## src/core/pcc_pkg.sv

```systemverilog
// constants and types of the pll clock select control block
// Contract
// (RULE1) base_clock_out is a 50% clock: xtal_clock or vco_clock divided by two.
// (RULE2) control register index 0x1c: enable b7, flag b6, pll on b5, select b4; 3:0 read one.
// (RULE3) reset sets pll_on_a and clears enable, flag and clock select.
// (RULE4) interrupt enable ignores writes and reads zero while automatic mode is off.
// (RULE5) interrupt flag sets on every lock indicator change, enabled or not; the code sets it only in automatic mode with osc_enable_in high.
// (RULE6) interrupt flag reads zero while automatic mode is off.
// (RULE7) any read of the control register clears the flag; flag is not writable.
// (RULE8) pll_irq is high while flag and enable are both set.
// (RULE9) while clock select is set, pll_on_a stays one and ignores clearing.
// (RULE10) pll off or zero vco range forces clock select to zero, read-only.
// (RULE11) software selects vco clock from pll off in two separate writes.
// (RULE12) handover waits up to three xtal and three vco edges, output held static.
// (RULE13) reset and stop both clear clock select, returning to crystal source.
// (RULE14) while pll_on_a is one the programming register ignores writes.
// (RULE15) bandwidth register index 0x1d: auto b7, lock b6, tracking b5, loss b4; resets zero.
// (RULE16) lock reads as synced lock in automatic mode, zero otherwise, never writable.
// (RULE17) tracking_mode is status in automatic mode, writable loop mode in manual mode.
// (RULE18) manual tracking value is kept through automatic mode and restored afterwards.
// (RULE19) software clears tracking_mode before turning the pll on in manual mode.
// (RULE20) writing one to loss flag starts a four times N check window.
// (RULE21) oscillator and pll run only while osc_enable_in is high.
// (RULE22) with clock select clear, loss detection idles and loss flag reads zero.
// (RULE23) osc_enable_in low holds xtal_clock, base_clock_out and pll_irq low.
// (RULE24) lock and acquisition inputs pass two-flop synchronisers before use.
// (RULE25) a crystal edge inside the window clears the loss flag, else it stays set.
package pcc_pkg;

  // register indices; byte address is four times the index
  localparam logic [7:0] PCC_CTRL_IDX    = 8'h1c;
  localparam logic [7:0] PCC_BW_IDX      = 8'h1d;
  localparam logic [7:0] PCC_PROG_IDX    = 8'h1e;

  // control register fields
  localparam int unsigned PCC_CTRL_IE_BIT   = 7;
  localparam int unsigned PCC_CTRL_FLAG_BIT = 6;
  localparam int unsigned PCC_CTRL_ON_BIT   = 5;
  localparam int unsigned PCC_CTRL_SEL_BIT  = 4;
  localparam logic [3:0]  PCC_CTRL_UNIMP    = 4'hf;
  localparam logic [7:0]  PCC_CTRL_RESET    = 8'h2f;

  // bandwidth register fields
  localparam int unsigned PCC_BW_AUTO_BIT   = 7;
  localparam int unsigned PCC_BW_LOCK_BIT   = 6;
  localparam int unsigned PCC_BW_TRK_BIT    = 5;
  localparam int unsigned PCC_BW_XLD_BIT    = 4;
  localparam logic [7:0]  PCC_BW_RESET      = 8'h00;

  // programming register: multiplier in 7:4, vco range in 3:0
  localparam logic [7:0]  PCC_PROG_RESET    = 8'h66;

  // timing counts
  localparam int unsigned PCC_HANDOVER_EDGES = 3;
  localparam int unsigned PCC_LOSS_MULT      = 4;

  // bus answers
  localparam logic [1:0]  PCC_RESP_OKAY     = 2'b00;
  localparam logic [1:0]  PCC_RESP_SLVERR   = 2'b10;

  typedef enum logic [1:0] {
    PCC_SEL_CTRL = 2'b00,
    PCC_SEL_BW   = 2'b01,
    PCC_SEL_PROG = 2'b11,
    PCC_SEL_NONE = 2'b10
  } pcc_sel_t;

  typedef enum logic {
    PCC_SW_RUN  = 1'b0,
    PCC_SW_HOLD = 1'b1
  } pcc_sw_t;

endpackage

```

## src/core/pcc_top.sv

```systemverilog
// pll clock select control: registers, clock handover, lock flag, crystal loss check
//
// Added by the designer: register access over AXI4-Lite.
`timescale 1ns/1ns
`default_nettype none
module pcc_top
  import pcc_pkg::*;
#(
  parameter int unsigned ADDR_W         = 12,
  parameter int unsigned HANDOVER_EDGES = PCC_HANDOVER_EDGES
)
(
  // clock and reset
  input  wire logic              aclk,
  input  wire logic              aresetn,
  // axi4-lite write address
  input  wire logic [ADDR_W-1:0] s_axi_awaddr,
  input  wire logic [2:0]        s_axi_awprot,
  input  wire logic              s_axi_awvalid,
  output logic                   s_axi_awready,
  // axi4-lite write data
  input  wire logic [31:0]       s_axi_wdata,
  input  wire logic [3:0]        s_axi_wstrb,
  input  wire logic              s_axi_wvalid,
  output logic                   s_axi_wready,
  // axi4-lite write response
  output logic [1:0]             s_axi_bresp,
  output logic                   s_axi_bvalid,
  input  wire logic              s_axi_bready,
  // axi4-lite read address
  input  wire logic [ADDR_W-1:0] s_axi_araddr,
  input  wire logic [2:0]        s_axi_arprot,
  input  wire logic              s_axi_arvalid,
  output logic                   s_axi_arready,
  // axi4-lite read data
  output logic [31:0]            s_axi_rdata,
  output logic [1:0]             s_axi_rresp,
  output logic                   s_axi_rvalid,
  input  wire logic              s_axi_rready,
  // system integration side
  input  wire logic              osc_enable_in,
  output logic                   xtal_clock_out,
  output logic                   base_clock_out,
  output logic                   pll_irq,
  // analog loop side
  input  wire logic              xtal_clock_in,
  input  wire logic              vco_clock_in,
  input  wire logic              lock_in,
  input  wire logic              acq_in,
  output logic                   pll_enable_out,
  output logic                   auto_bw_out,
  output logic                   manual_tracking_out,
  output logic [3:0]             multiplier_out,
  output logic [3:0]             vco_range_out
);

  if (ADDR_W < 10 || ADDR_W > 32) begin : g_chk_addr
    $error("ADDR_W must be 10 to 32");
  end
  if (HANDOVER_EDGES < 1 || HANDOVER_EDGES > 7) begin : g_chk_hand
    $error("HANDOVER_EDGES must be 1 to 7");
  end

  localparam logic [2:0] HAND_CNT = 3'(HANDOVER_EDGES);
  localparam int unsigned NSYNC = 4;
  localparam int unsigned SX = 0;
  localparam int unsigned SV = 1;
  localparam int unsigned SL = 2;
  localparam int unsigned SA = 3;

  function automatic pcc_sel_t decode(input logic [ADDR_W-1:0] addr);
    pcc_sel_t s;
    s = PCC_SEL_NONE;
    if (addr[1:0] == 2'b00 && (addr >> 10) == '0)
    begin
      if (addr[9:2] == PCC_CTRL_IDX)
        s = PCC_SEL_CTRL;
      else if (addr[9:2] == PCC_BW_IDX)
        s = PCC_SEL_BW;
      else if (addr[9:2] == PCC_PROG_IDX)
        s = PCC_SEL_PROG;
    end
    return s;
  endfunction

  // registers
  logic        ie_ff, flag_ff, on_ff, bcs_ff;
  logic        auto_ff, trk_man_ff, xld_ff;
  logic [7:0]  prog_ff;
  // bus state
  logic              awready_ff, wready_ff, bvalid_ff, arready_ff, rvalid_ff;
  logic [1:0]        bresp_ff, rresp_ff;
  logic [31:0]       rdata_ff;
  logic              aw_got_ff, w_got_ff;
  logic [ADDR_W-1:0] awaddr_ff;
  logic [7:0]        wdata_ff;
  logic              wlane_ff;
  // synchronisers
  logic [NSYNC-1:0] sync1_ff, sync2_ff, sync3_ff;
  // clock path
  pcc_sw_t     sw_ff;
  logic        src_ff;
  logic [2:0]  xcnt_ff, vcnt_ff;
  logic        base_ff, xclk_ff, irq_ff;
  // loss window
  logic        win_ff, xseen_ff;
  logic [5:0]  win_cnt_ff;
  // outputs of the loop side
  logic        pll_en_ff;

  logic        x_rise, v_rise, lock_s, acq_s, lock_chg;
  logic        wr_do, rd_take;
  pcc_sel_t    wsel, rsel;
  logic        range_zero;
  logic [3:0]  mul_eff;
  logic [5:0]  win_len;
  logic [7:0]  ctrl_rd, bw_rd;

  // two-flop synchronisers plus an edge stage
  for (genvar i = 0; i < NSYNC; i++) begin : g_sync
    always_ff @(posedge aclk)
    begin
      if (!aresetn)
      begin
        sync1_ff[i] <= 1'b0;
        sync2_ff[i] <= 1'b0;
        sync3_ff[i] <= 1'b0;
      end
      else
      begin
        sync1_ff[i] <= (i == SX) ? xtal_clock_in :
                       (i == SV) ? vco_clock_in  :
                       (i == SL) ? lock_in : acq_in;
        sync2_ff[i] <= sync1_ff[i];          // RULE24
        sync3_ff[i] <= sync2_ff[i];
      end
    end
  end

  assign x_rise   = sync2_ff[SX] & ~sync3_ff[SX];
  assign v_rise   = sync2_ff[SV] & ~sync3_ff[SV];
  assign lock_s   = sync2_ff[SL];
  assign acq_s    = sync2_ff[SA];
  assign lock_chg = sync2_ff[SL] ^ sync3_ff[SL];

  assign wr_do      = aw_got_ff & w_got_ff & ~bvalid_ff;
  assign rd_take    = s_axi_arvalid & arready_ff;
  assign wsel       = decode(awaddr_ff);
  assign rsel       = decode(s_axi_araddr);
  assign range_zero = (prog_ff[3:0] == 4'h0);
  assign mul_eff    = (prog_ff[7:4] == 4'h0) ? 4'h1 : prog_ff[7:4];
  assign win_len    = 6'(PCC_LOSS_MULT) * {2'b00, mul_eff};

  // read views
  always_comb
  begin
    ctrl_rd = {ie_ff & auto_ff,                // RULE4
               flag_ff & auto_ff,              // RULE6
               on_ff, bcs_ff, PCC_CTRL_UNIMP}; // RULE2
    bw_rd   = {auto_ff,
               lock_s & auto_ff,               // RULE16
               auto_ff ? acq_s : trk_man_ff,   // RULE17
               xld_ff & bcs_ff,                // RULE22
               4'h0};                          // RULE15
  end

  // write address and data channels, taken in either order
  always_ff @(posedge aclk)
  begin
    if (!aresetn)
    begin
      awready_ff <= 1'b1;
      wready_ff  <= 1'b1;
      aw_got_ff  <= 1'b0;
      w_got_ff   <= 1'b0;
      awaddr_ff  <= '0;
      wdata_ff   <= 8'h00;
      wlane_ff   <= 1'b0;
      bvalid_ff  <= 1'b0;
      bresp_ff   <= PCC_RESP_OKAY;
    end
    else
    begin
      if (s_axi_awvalid && awready_ff)
      begin
        awaddr_ff  <= s_axi_awaddr;
        aw_got_ff  <= 1'b1;
        awready_ff <= 1'b0;
      end
      if (s_axi_wvalid && wready_ff)
      begin
        wdata_ff  <= s_axi_wdata[7:0];
        wlane_ff  <= s_axi_wstrb[0];
        w_got_ff  <= 1'b1;
        wready_ff <= 1'b0;
      end
      if (wr_do)
      begin
        aw_got_ff <= 1'b0;
        w_got_ff  <= 1'b0;
        bvalid_ff <= 1'b1;
        bresp_ff  <= (wsel == PCC_SEL_NONE) ? PCC_RESP_SLVERR : PCC_RESP_OKAY;
      end
      else if (bvalid_ff && s_axi_bready)
      begin
        bvalid_ff  <= 1'b0;
        awready_ff <= 1'b1;
        wready_ff  <= 1'b1;
      end
    end
  end

  // read channel, one cycle answer
  always_ff @(posedge aclk)
  begin
    if (!aresetn)
    begin
      arready_ff <= 1'b1;
      rvalid_ff  <= 1'b0;
      rdata_ff   <= 32'h0000_0000;
      rresp_ff   <= PCC_RESP_OKAY;
    end
    else if (rd_take)
    begin
      arready_ff <= 1'b0;
      rvalid_ff  <= 1'b1;
      rresp_ff   <= (rsel == PCC_SEL_NONE) ? PCC_RESP_SLVERR : PCC_RESP_OKAY;
      unique case (rsel)
        PCC_SEL_CTRL: rdata_ff <= {24'h000000, ctrl_rd};
        PCC_SEL_BW:   rdata_ff <= {24'h000000, bw_rd};
        PCC_SEL_PROG: rdata_ff <= {24'h000000, prog_ff};
        PCC_SEL_NONE: rdata_ff <= 32'h0000_0000;
      endcase
    end
    else if (rvalid_ff && s_axi_rready)
    begin
      rvalid_ff  <= 1'b0;
      arready_ff <= 1'b1;
    end
  end

  // control register
  always_ff @(posedge aclk)
  begin
    if (!aresetn)
    begin
      ie_ff  <= PCC_CTRL_RESET[PCC_CTRL_IE_BIT];   // RULE3
      on_ff  <= PCC_CTRL_RESET[PCC_CTRL_ON_BIT];   // RULE3
      bcs_ff <= PCC_CTRL_RESET[PCC_CTRL_SEL_BIT];  // RULE3
    end
    else
    begin
      if (wr_do && wlane_ff && wsel == PCC_SEL_CTRL)
      begin
        if (auto_ff)
          ie_ff <= wdata_ff[PCC_CTRL_IE_BIT];                  // RULE4
        on_ff  <= wdata_ff[PCC_CTRL_ON_BIT] | bcs_ff;          // RULE9
        // select needs pll on both before and after this write
        bcs_ff <= wdata_ff[PCC_CTRL_SEL_BIT] & on_ff & ~range_zero
                  & (wdata_ff[PCC_CTRL_ON_BIT] | bcs_ff)
                  & osc_enable_in;                             // RULE10 RULE11
      end
      else if (!on_ff || range_zero || !osc_enable_in)
        bcs_ff <= 1'b0;                                        // RULE10 RULE13
      if (!auto_ff)
        ie_ff <= 1'b0;                                         // RULE4
    end
  end

  // interrupt flag: set wins over read clear
  always_ff @(posedge aclk)
  begin
    if (!aresetn)
      flag_ff <= PCC_CTRL_RESET[PCC_CTRL_FLAG_BIT];            // RULE3
    else if (auto_ff && osc_enable_in && lock_chg)
      flag_ff <= 1'b1;                                         // RULE5
    else if ((rd_take && rsel == PCC_SEL_CTRL) || !auto_ff)
      flag_ff <= 1'b0;                                         // RULE7
  end

  // bandwidth register
  always_ff @(posedge aclk)
  begin
    if (!aresetn)
    begin
      auto_ff    <= PCC_BW_RESET[PCC_BW_AUTO_BIT];             // RULE15
      trk_man_ff <= PCC_BW_RESET[PCC_BW_TRK_BIT];
    end
    else if (wr_do && wlane_ff && wsel == PCC_SEL_BW)
    begin
      auto_ff <= wdata_ff[PCC_BW_AUTO_BIT];
      if (!auto_ff)
        trk_man_ff <= wdata_ff[PCC_BW_TRK_BIT];                // RULE17 RULE18
    end
  end

  // programming register
  always_ff @(posedge aclk)
  begin
    if (!aresetn)
      prog_ff <= PCC_PROG_RESET;
    else if (wr_do && wlane_ff && wsel == PCC_SEL_PROG && !on_ff)
      prog_ff <= wdata_ff;                                     // RULE14
  end

  // crystal loss check
  always_ff @(posedge aclk)
  begin
    if (!aresetn)
    begin
      xld_ff     <= PCC_BW_RESET[PCC_BW_XLD_BIT];
      win_ff     <= 1'b0;
      xseen_ff   <= 1'b0;
      win_cnt_ff <= 6'd0;
    end
    else if (!bcs_ff || !osc_enable_in)
    begin
      xld_ff   <= 1'b0;                                        // RULE22
      win_ff   <= 1'b0;
      xseen_ff <= 1'b0;
    end
    else if (wr_do && wlane_ff && wsel == PCC_SEL_BW && wdata_ff[PCC_BW_XLD_BIT])
    begin
      xld_ff     <= 1'b1;                                      // RULE20
      win_ff     <= 1'b1;
      xseen_ff   <= 1'b0;
      win_cnt_ff <= win_len;
    end
    else if (win_ff)
    begin
      if (x_rise)
        xseen_ff <= 1'b1;
      if (v_rise)
        win_cnt_ff <= win_cnt_ff - 6'd1;
      if (v_rise && win_cnt_ff == 6'd1)
      begin
        win_ff <= 1'b0;
        xld_ff <= ~(xseen_ff | x_rise);                        // RULE25
      end
    end
  end

  // source handover and divide by two
  always_ff @(posedge aclk)
  begin
    if (!aresetn)
    begin
      sw_ff   <= PCC_SW_RUN;
      src_ff  <= 1'b0;
      xcnt_ff <= 3'd0;
      vcnt_ff <= 3'd0;
      base_ff <= 1'b0;
    end
    else if (!osc_enable_in)
    begin
      sw_ff   <= PCC_SW_RUN;
      src_ff  <= 1'b0;
      base_ff <= 1'b0;                                         // RULE23
    end
    else
    begin
      unique case (sw_ff)
        PCC_SW_RUN:
        begin
          if (bcs_ff != src_ff)
          begin
            sw_ff   <= PCC_SW_HOLD;
            xcnt_ff <= 3'd0;
            vcnt_ff <= 3'd0;
          end
          else if (src_ff ? v_rise : x_rise)
            base_ff <= ~base_ff;                               // RULE1
        end
        PCC_SW_HOLD:
        begin
          // output held static until the crystal and, while the pll is on, the vco have ticked
          if (x_rise && xcnt_ff != HAND_CNT)
            xcnt_ff <= xcnt_ff + 3'd1;
          if (v_rise && vcnt_ff != HAND_CNT)
            vcnt_ff <= vcnt_ff + 3'd1;
          if (xcnt_ff == HAND_CNT && (vcnt_ff == HAND_CNT || !pll_en_ff))
          begin
            sw_ff   <= PCC_SW_RUN;                             // RULE12
            src_ff  <= bcs_ff;
          end
        end
      endcase
    end
  end

  // output flops
  always_ff @(posedge aclk)
  begin
    if (!aresetn)
    begin
      xclk_ff   <= 1'b0;
      irq_ff    <= 1'b0;
      pll_en_ff <= 1'b0;
    end
    else
    begin
      xclk_ff   <= sync2_ff[SX] & osc_enable_in;               // RULE23
      irq_ff    <= flag_ff & ie_ff & auto_ff & osc_enable_in;  // RULE8
      pll_en_ff <= on_ff & osc_enable_in;                      // RULE21
    end
  end

  assign s_axi_awready       = awready_ff;
  assign s_axi_wready        = wready_ff;
  assign s_axi_bvalid        = bvalid_ff;
  assign s_axi_bresp         = bresp_ff;
  assign s_axi_arready       = arready_ff;
  assign s_axi_rvalid        = rvalid_ff;
  assign s_axi_rresp         = rresp_ff;
  assign s_axi_rdata         = rdata_ff;
  assign xtal_clock_out      = xclk_ff;
  assign base_clock_out      = base_ff;
  assign pll_irq             = irq_ff;
  assign pll_enable_out      = pll_en_ff;
  assign auto_bw_out         = auto_ff;
  assign manual_tracking_out = trk_man_ff;
  assign multiplier_out      = prog_ff[7:4];
  assign vco_range_out       = prog_ff[3:0];

endmodule // pcc_top
`default_nettype wire

```

## config.mk

```make
export PLATFORM = sky130hd
export DESIGN_NAME = pcc_top
export DESIGN_NICKNAME = d
export VERILOG_FILES = /design/src/core/pcc_pkg.sv /design/src/core/pcc_top.sv
export SDC_FILE = /design/constraint.sdc
export NUM_CORES = 1
export LEC_CHECK = 0
export ABC_AREA = 1
export BUFFER_PORTS_ARGS = -buffer_cell sky130_fd_sc_hd__buf_4
export CAP_MARGIN = 20
export CORE_MARGIN = 2
export CORE_UTILIZATION = 25
export CTS_CLUSTER_DIAMETER = 120
export CTS_CLUSTER_SIZE = 30
export DETAILED_ROUTE_END_ITERATION = 7
export SLEW_MARGIN = 20
export SYNTH_ARGS = -nofsm -noshare
export SYNTH_HDL_FRONTEND = slang
export SYNTH_SLANG_ARGS = --single-unit
```

## constraint.sdc

```tcl
create_clock -name aclk -period 1.64 [get_ports aclk]
set_input_delay 0.246 -clock aclk [delete_from_list [all_inputs] [get_ports aclk]]
set_output_delay 0.246 -clock aclk [all_outputs]
set_load 0.02 [all_outputs]
```

# Yosys cells after proc, flatten, opt, wreduce, memory -nomap -nowiden
# Cells that the tools add are included.
[totals] elab_cells=203 register_bits=110
[classes] n_reduce_logical=57 muxes=47 bitwise_logic=32 eq_ne=21 n_addsub=3
[op_table] cell="one-hot mux 32 bit (4 select lines)" n=1
[op_table] cell="== test 8 x 5 -> 1 bit (second input constant)" n=6
[op_table] cell="2-to-1 mux 1 bit" n=28
[op_table] cell="zero test 12 bit" n=2
[op_table] cell="logical AND 1 bit" n=19
[op_table] cell="AND 1 bit" n=18
[op_table] cell="2-to-1 mux 6 bit" n=3
[op_table] cell="2-to-1 mux 2 bit" n=8
[op_table] cell="nonzero test 2 bit" n=7
[op_table] cell="one-hot mux 3 bit (2 select lines)" n=2
[op_table] cell="AND reduction 2 bit" n=6
[op_table] cell="AND reduction 3 bit" n=4
[op_table] cell="NOT 1 bit" n=11
[op_table] cell="2-to-1 mux 3 bit" n=3
[op_table] cell="== test 2 bit (second input constant)" n=4
[op_table] cell="zero test 2 bit" n=4
[op_table] cell="zero test 4 bit" n=2
[op_table] cell="adder 3 x 1 -> 3 bit (second input constant)" n=2
[op_table] cell="== test 3 x 2 -> 1 bit (second input constant)" n=2
[op_table] cell="== test 6 x 1 -> 1 bit (second input constant)" n=1
[op_table] cell="!= test 3 x 2 -> 1 bit (second input constant)" n=2
[op_table] cell="subtractor 6 x 1 -> 6 bit (second input constant)" n=1
[op_table] cell="zero test 1 bit" n=5
[op_table] cell="logical OR 1 bit" n=5
[op_table] cell="10 further kinds" n=14

# Longest topological paths before layout
[depth] ltp_word=10 ltp_mapped=12 depth_no_buf=11

# Least setup slack after synthesis
# OpenSTA, ideal clock, no wires.
[synth_path] kind="register to register" start="reg bvalid_ff, in the netlist s_axi_bvalid" end="reg prog_ff[0]" stages_incl_launch_ff=10 t_arrival_ps=1300 required_ps=1510 n_path_buf=1 setup_slack_ps=210 synth_period_minus_slack_ps=1430 cell_sequence="dfxtp_1 > nor2_2 > inv_2 > nor2_4 > inv_2 > nor2_8 > nand3_4 > buf_6 > nor2_1 > nor3_2"
[synth_between] elab_chain_cells=5
[synth_lines] element="start: declaration" line_no="pcc_top.sv:91" rtl="logic awready_ff, wready_ff, bvalid_ff, arready_ff, rvalid_ff;"
[synth_lines] element="start signal: assignment" line_no="pcc_top.sv:179" rtl="bvalid_ff <= 1'b0;"
[synth_lines] element="start signal: assignment" line_no="pcc_top.sv:201" rtl="bvalid_ff <= 1'b1;"
[synth_lines] element="start signal: assignment" line_no="pcc_top.sv:206" rtl="bvalid_ff <= 1'b0;"
[synth_lines] element="NOT 1 bit" line_no="pcc_top.sv:146" rtl="assign wr_do = aw_got_ff & w_got_ff & ~bvalid_ff;"
[synth_lines] element="AND 1 bit" line_no="pcc_top.sv:146"
[synth_lines] element="logical AND 1 bit (3 in a row)" line_no="pcc_top.sv:302" rtl="else if (wr_do && wlane_ff && wsel == PCC_SEL_PROG && !on_ff)"
[synth_lines] element="end signal: assignment" line_no="pcc_top.sv:303" rtl="prog_ff <= wdata_ff;"
[synth_lines] element="end: declaration" line_no="pcc_top.sv:89" rtl="logic [7:0] prog_ff;"
# No other way between the ends.
# A chain may end at the register's enable or synchronous reset.

# Worst setup path in the final report
[layout_path] start="reg awaddr_ff[11]" end="reg prog_ff[7]"
[layout_between] elab_chain_cells=6
[layout_lines] element="start: declaration" line_no="pcc_top.sv:95" rtl="logic [ADDR_W-1:0] awaddr_ff;"
[layout_lines] element="start signal: assignment" line_no="pcc_top.sv:186" rtl="awaddr_ff <= s_axi_awaddr;"
[layout_lines] element="zero test 12 bit" line_no="pcc_top.sv:74" rtl="if (addr[1:0] == 2'b00 && (addr >> 10) == '0)"
[layout_lines] element="logical AND 1 bit" line_no="pcc_top.sv:74"
[layout_lines] element="2-to-1 mux 2 bit" line_no="pcc_top.sv:74"
[layout_lines] element="== test 2 bit" line_no="pcc_top.sv:302"
[layout_lines] element="logical AND 1 bit (2 in a row)" line_no="pcc_top.sv:302"
# No other way between the ends.

==> summary.txt <==
Global route
  – Overall routing resource usage: 11.79%
  – Total congestion overflow after global routing: 0
  – First-pass GRT wire length: 15.17 mm
  – Number of global-route vias before repair: 3165
  – Antenna violations before repair: 0
  – Maximum number of pins on one net before global-route repair: 28

Final layout
  – Area of the multi-input gates: 1712 um^2
  – Commonest cells after routing, fill and taps aside: 89 x buf_4, 84 x dfxtp_1, 76 x nand2_1
  – Number of diodes: 0
  – Fill count: 1599
  – Layout cells sized above 1: 20.92%
  – Footprint of the flip-flops and latches: 1682 um^2
  – Area overhead of the layout relative to synthesis: 26.53%
  – Finished layout cell area: 4875 um^2
  – Layout Nets: 686
  – Commonest non-fill, non-tap cell in the layout: buf_4
  – Non-Filler Instances: 795

Clocking
  – CTS clock-pin slew for the worst setup and hold paths: 0.07 ns
  – H-tree depth reported by CTS: 3
  – Post-CTS setup buffers: 0
  – Buffer cell driving the clock tree root: clkbuf_16
  – Maximum clock insertion buffer count: 2
  – Clock sink total: 84
  – CTS tree: built
  – Clock latency on the worst-skew pair: 0.35 ns
  – Clock buffers created by TritonCTS: 9

Logic synthesis
  – Cell area after synthesis: 3852 um^2
  – Post-synthesis sequential area ratio: 43.65%
  – Cell variety after synth: 36
  – Post-Syn Area per Cell: 7.437 um^2
  – Flip-flop and latch count after synthesis: 84
  – Gate Count Post-Synth: 518
  – Number of synthesis warnings: 0

STA
  – Fin Setup TNS: 0 ns
  – Worst clock skew: 0.008624 ns
  – Count of final setup violators: 0
  – Final worst path period need: 1.501 ns
  – Max Fclk: 666.3 MHz
  – Worst hold slack: 0.08627 ns
  – Setup repair after global routing missed its margin: false
  – Final hold violation count: 0
  – Number of slew-limit violations in the final report: 0
  – Post-route fraction of the period consumed by the critical path: 91.51%
  – Final worst-path setup slack: 0.1392 ns

Worst setup path
  – Critical-path cell list: nor2_1 -> nand3_2 -> nor2_4 -> buf_4 -> inv_1 -> nand3_4 -> nor2_1 -> a211oi_2
  – Reg-to-reg critical path startpoint: awaddr_ff[11]
  – Worst Path Max Fanout: 13
  – WP data required: 1.90 ns
  – Worst Path Arrival: 1.76 ns
  – Worst path bufs/invs: 2
  – End of the worst register-to-register path: prog_ff[7]
  – R2r worst-path depth: 8
  – Crit end category: register
  – Type of the worst setup path: register to register
  – Cell depth of the worst setup path: 8
  – Critical Path Start Type: register
  – Master of the slowest instance on the critical path: dfxtp_1
  – Reg2reg setup slack: 0.14 ns
  – Top cell family by delay on the critical path: simple AND/OR/NAND/NOR gates
  – Max incr delay on CP: 0.31 ns
  – Most frequent cell on the critical path: nor2_1

Pwr
  – Part of the power in combinational logic: 10.1%
  – Clk pwr share: 42.6%
  – Ratio of total power to cell area: 938.4 nW/um^2
  – Highest ir drop seen on vdd: 0.4091 mV
  – Share of power burned in registers: 47.3%
  – Leakage power summed over all cells: 2.341 nW
  – Design internal power: 3.407 mW
  – Fraction of power spent switching nets: 25.52%
  – Switching power: 1.167 mW

Routing
  – Average routed wire per standard cell: 11.62 um
  – Final routed wirelength across all metal layers: 9.241 mm
  – Number of vias per cell: 4.228
  – Pre-Repair DR Iteration Count: 4
  – Total via count after detailed routing: 3361
  – Drc violations: 0
  – DRT antenna net count: 0
  – DRC violation total after the first TritonRoute iteration: 121

Flow run
  – # Max-Cap Violations: 0

Placed design
  – Number of cells in the design after placement: 779
  – Area after DPL: 4559 um^2
  – HPWL after detailed placement: 6.977 mm
  – Routability-driven placement congestion ratio: 0.8163
  – Number of port buffers: 73
  – Minimum setup slack after placement: 0.05200 ns

Die
  – Core footprint: 15150 um^2
  – Starting density of the core: 25.44%
  – Die height: 128.1 um
  – Horiz. Die Dim: 128.1 um
  – Die Area: 16420 um^2
  – Num ports: 133
  – Number of placement rows: 45

Status
  – Outcome: finished, final reports clean

Min path
  – Worst min-delay path class: input pin to register
  – Hold Crit Endpoint: sync1_ff[0]
  – Worst min-delay path startpoint: xtal_clock_in
  – Number of cells on the worst hold path: 3
## through the flow
stage / utilization (%) / power [mW]
5_1_grt: 32.19 / 4.764
2_1_floorplan: - / 2.525
3_5_place_dp: 30.10 / 2.674
3_3_place_gp: 30.10 / 2.669
4_1_cts: 32.01 / 4.626
6_report: 32.19 / 4.575
## routing by layer
layer / GRT usage, % / share of wire, % / up-vias / routed length [um]
met5: 0 / 0 / - / 0
met4: 6.464 / 2.4 / 0 / 218
met3: 2.379 / 3.9 / 14 / 362
met2: 18.65 / 45 / 69 / 4128
met1: 15.06 / 49 / 1493 / 4532
li1: - / - / 1785 / -
## Yosys cell counts (all sizes together)
master   number  area (um^2)
nand4        11        75.07
o211ai        4        30.03
ha            6        75.07
a21oi        36        180.2
nor3          7        40.04
a211oi        5        47.54
xnor2         1        8.760
inv          77        289.0
nand3b        2        15.01
nor4          1        6.260
and3          1        6.260
nand2        78        292.8
conb          1        3.750
a31oi         8        50.05
or2           2        12.51
o21ai        46        230.2
dfxtp        84         1682
xor2          3        26.28
nor2         78        326.6
o2111ai       2        17.52
buf          33        260.2
nand3        23        137.6
clkbuf        8        30.03
mux2i         1        10.01
## worst register-to-register path, stage by stage (launching register included)
cell and delay, ns:
dfxtp_1 0.31, nor2_1 0.17, nand3_2 0.12, nor2_4 0.16
buf_4 0.15, inv_1 0.13, nand3_4 0.17, nor2_1 0.07
a211oi_2 0.14
## state kept, by name, summed over array words and instances (netlist names), 2 cells and up
name / count
sync1_ff: 4
vcnt_ff: 3
awaddr_ff: 12
prog_ff: 8
xcnt_ff: 3
sync3_ff: 3
s_axi_rdata: 8
wdata_ff: 8
sync2_ff: 2
win_cnt_ff: 6
## repair_timing
action | CTS | global route
hold buffers | 0 | 0
endpoints found under the setup margin | 0 | 10
gates resized for setup | 0 | 7
## power by group through the flow
stage	sequential, mW	combinational, mW	clock (mW)
floorplan	2.23	0.300	0
global placement	2.21	0.462	0
detailed placement	2.21	0.466	0
CTS	2.16	0.466	2.00
global route	2.17	0.521	2.07
finish	2.17	0.463	1.95
## cell families (layout without fill, tap and decap cells)
family | after synthesis | in the layout | share of synthesized area, %
AOI/OAI and AO/OA | 101 | 101 | 14.42
xor gates and xnor gates | 4 | 4 | 0.9096
adders and majority gates | 6 | 6 | 1.949
buffers and inverters | 118 | 182 | 15.04
DFF | 84 | 84 | 43.65
muxes | 1 | 1 | 0.2598
other | 1 | 26 | 0.09734
and+or+nand+nor | 203 | 203 | 23.68
## final cells by class
cell class	count	area share [%]
clock buffers	11	5.185
clock inverters	5	0.7444
inverters	77	5.929
multi-input cells	341	35.11
flip-flops and latches	84	34.50
well taps	188	4.825
repair buffers	89	13.71
## worst max-delay path by stage
stage | start | to | slack, ns
after floorplan | s_axi_bvalid | prog_ff[0] | 0.21
after global placement | awaddr_ff[8] | win_cnt_ff[2] | 0.06
after detailed placement | awaddr_ff[8] | win_cnt_ff[2] | 0.05
after CTS | awaddr_ff[8] | win_cnt_ff[2] | 0.06
after global routing | awaddr_ff[6] | win_cnt_ff[2] | 0.0009
final | awaddr_ff[11] | prog_ff[7] | 0.14
(Power assumes the default switching activity.)
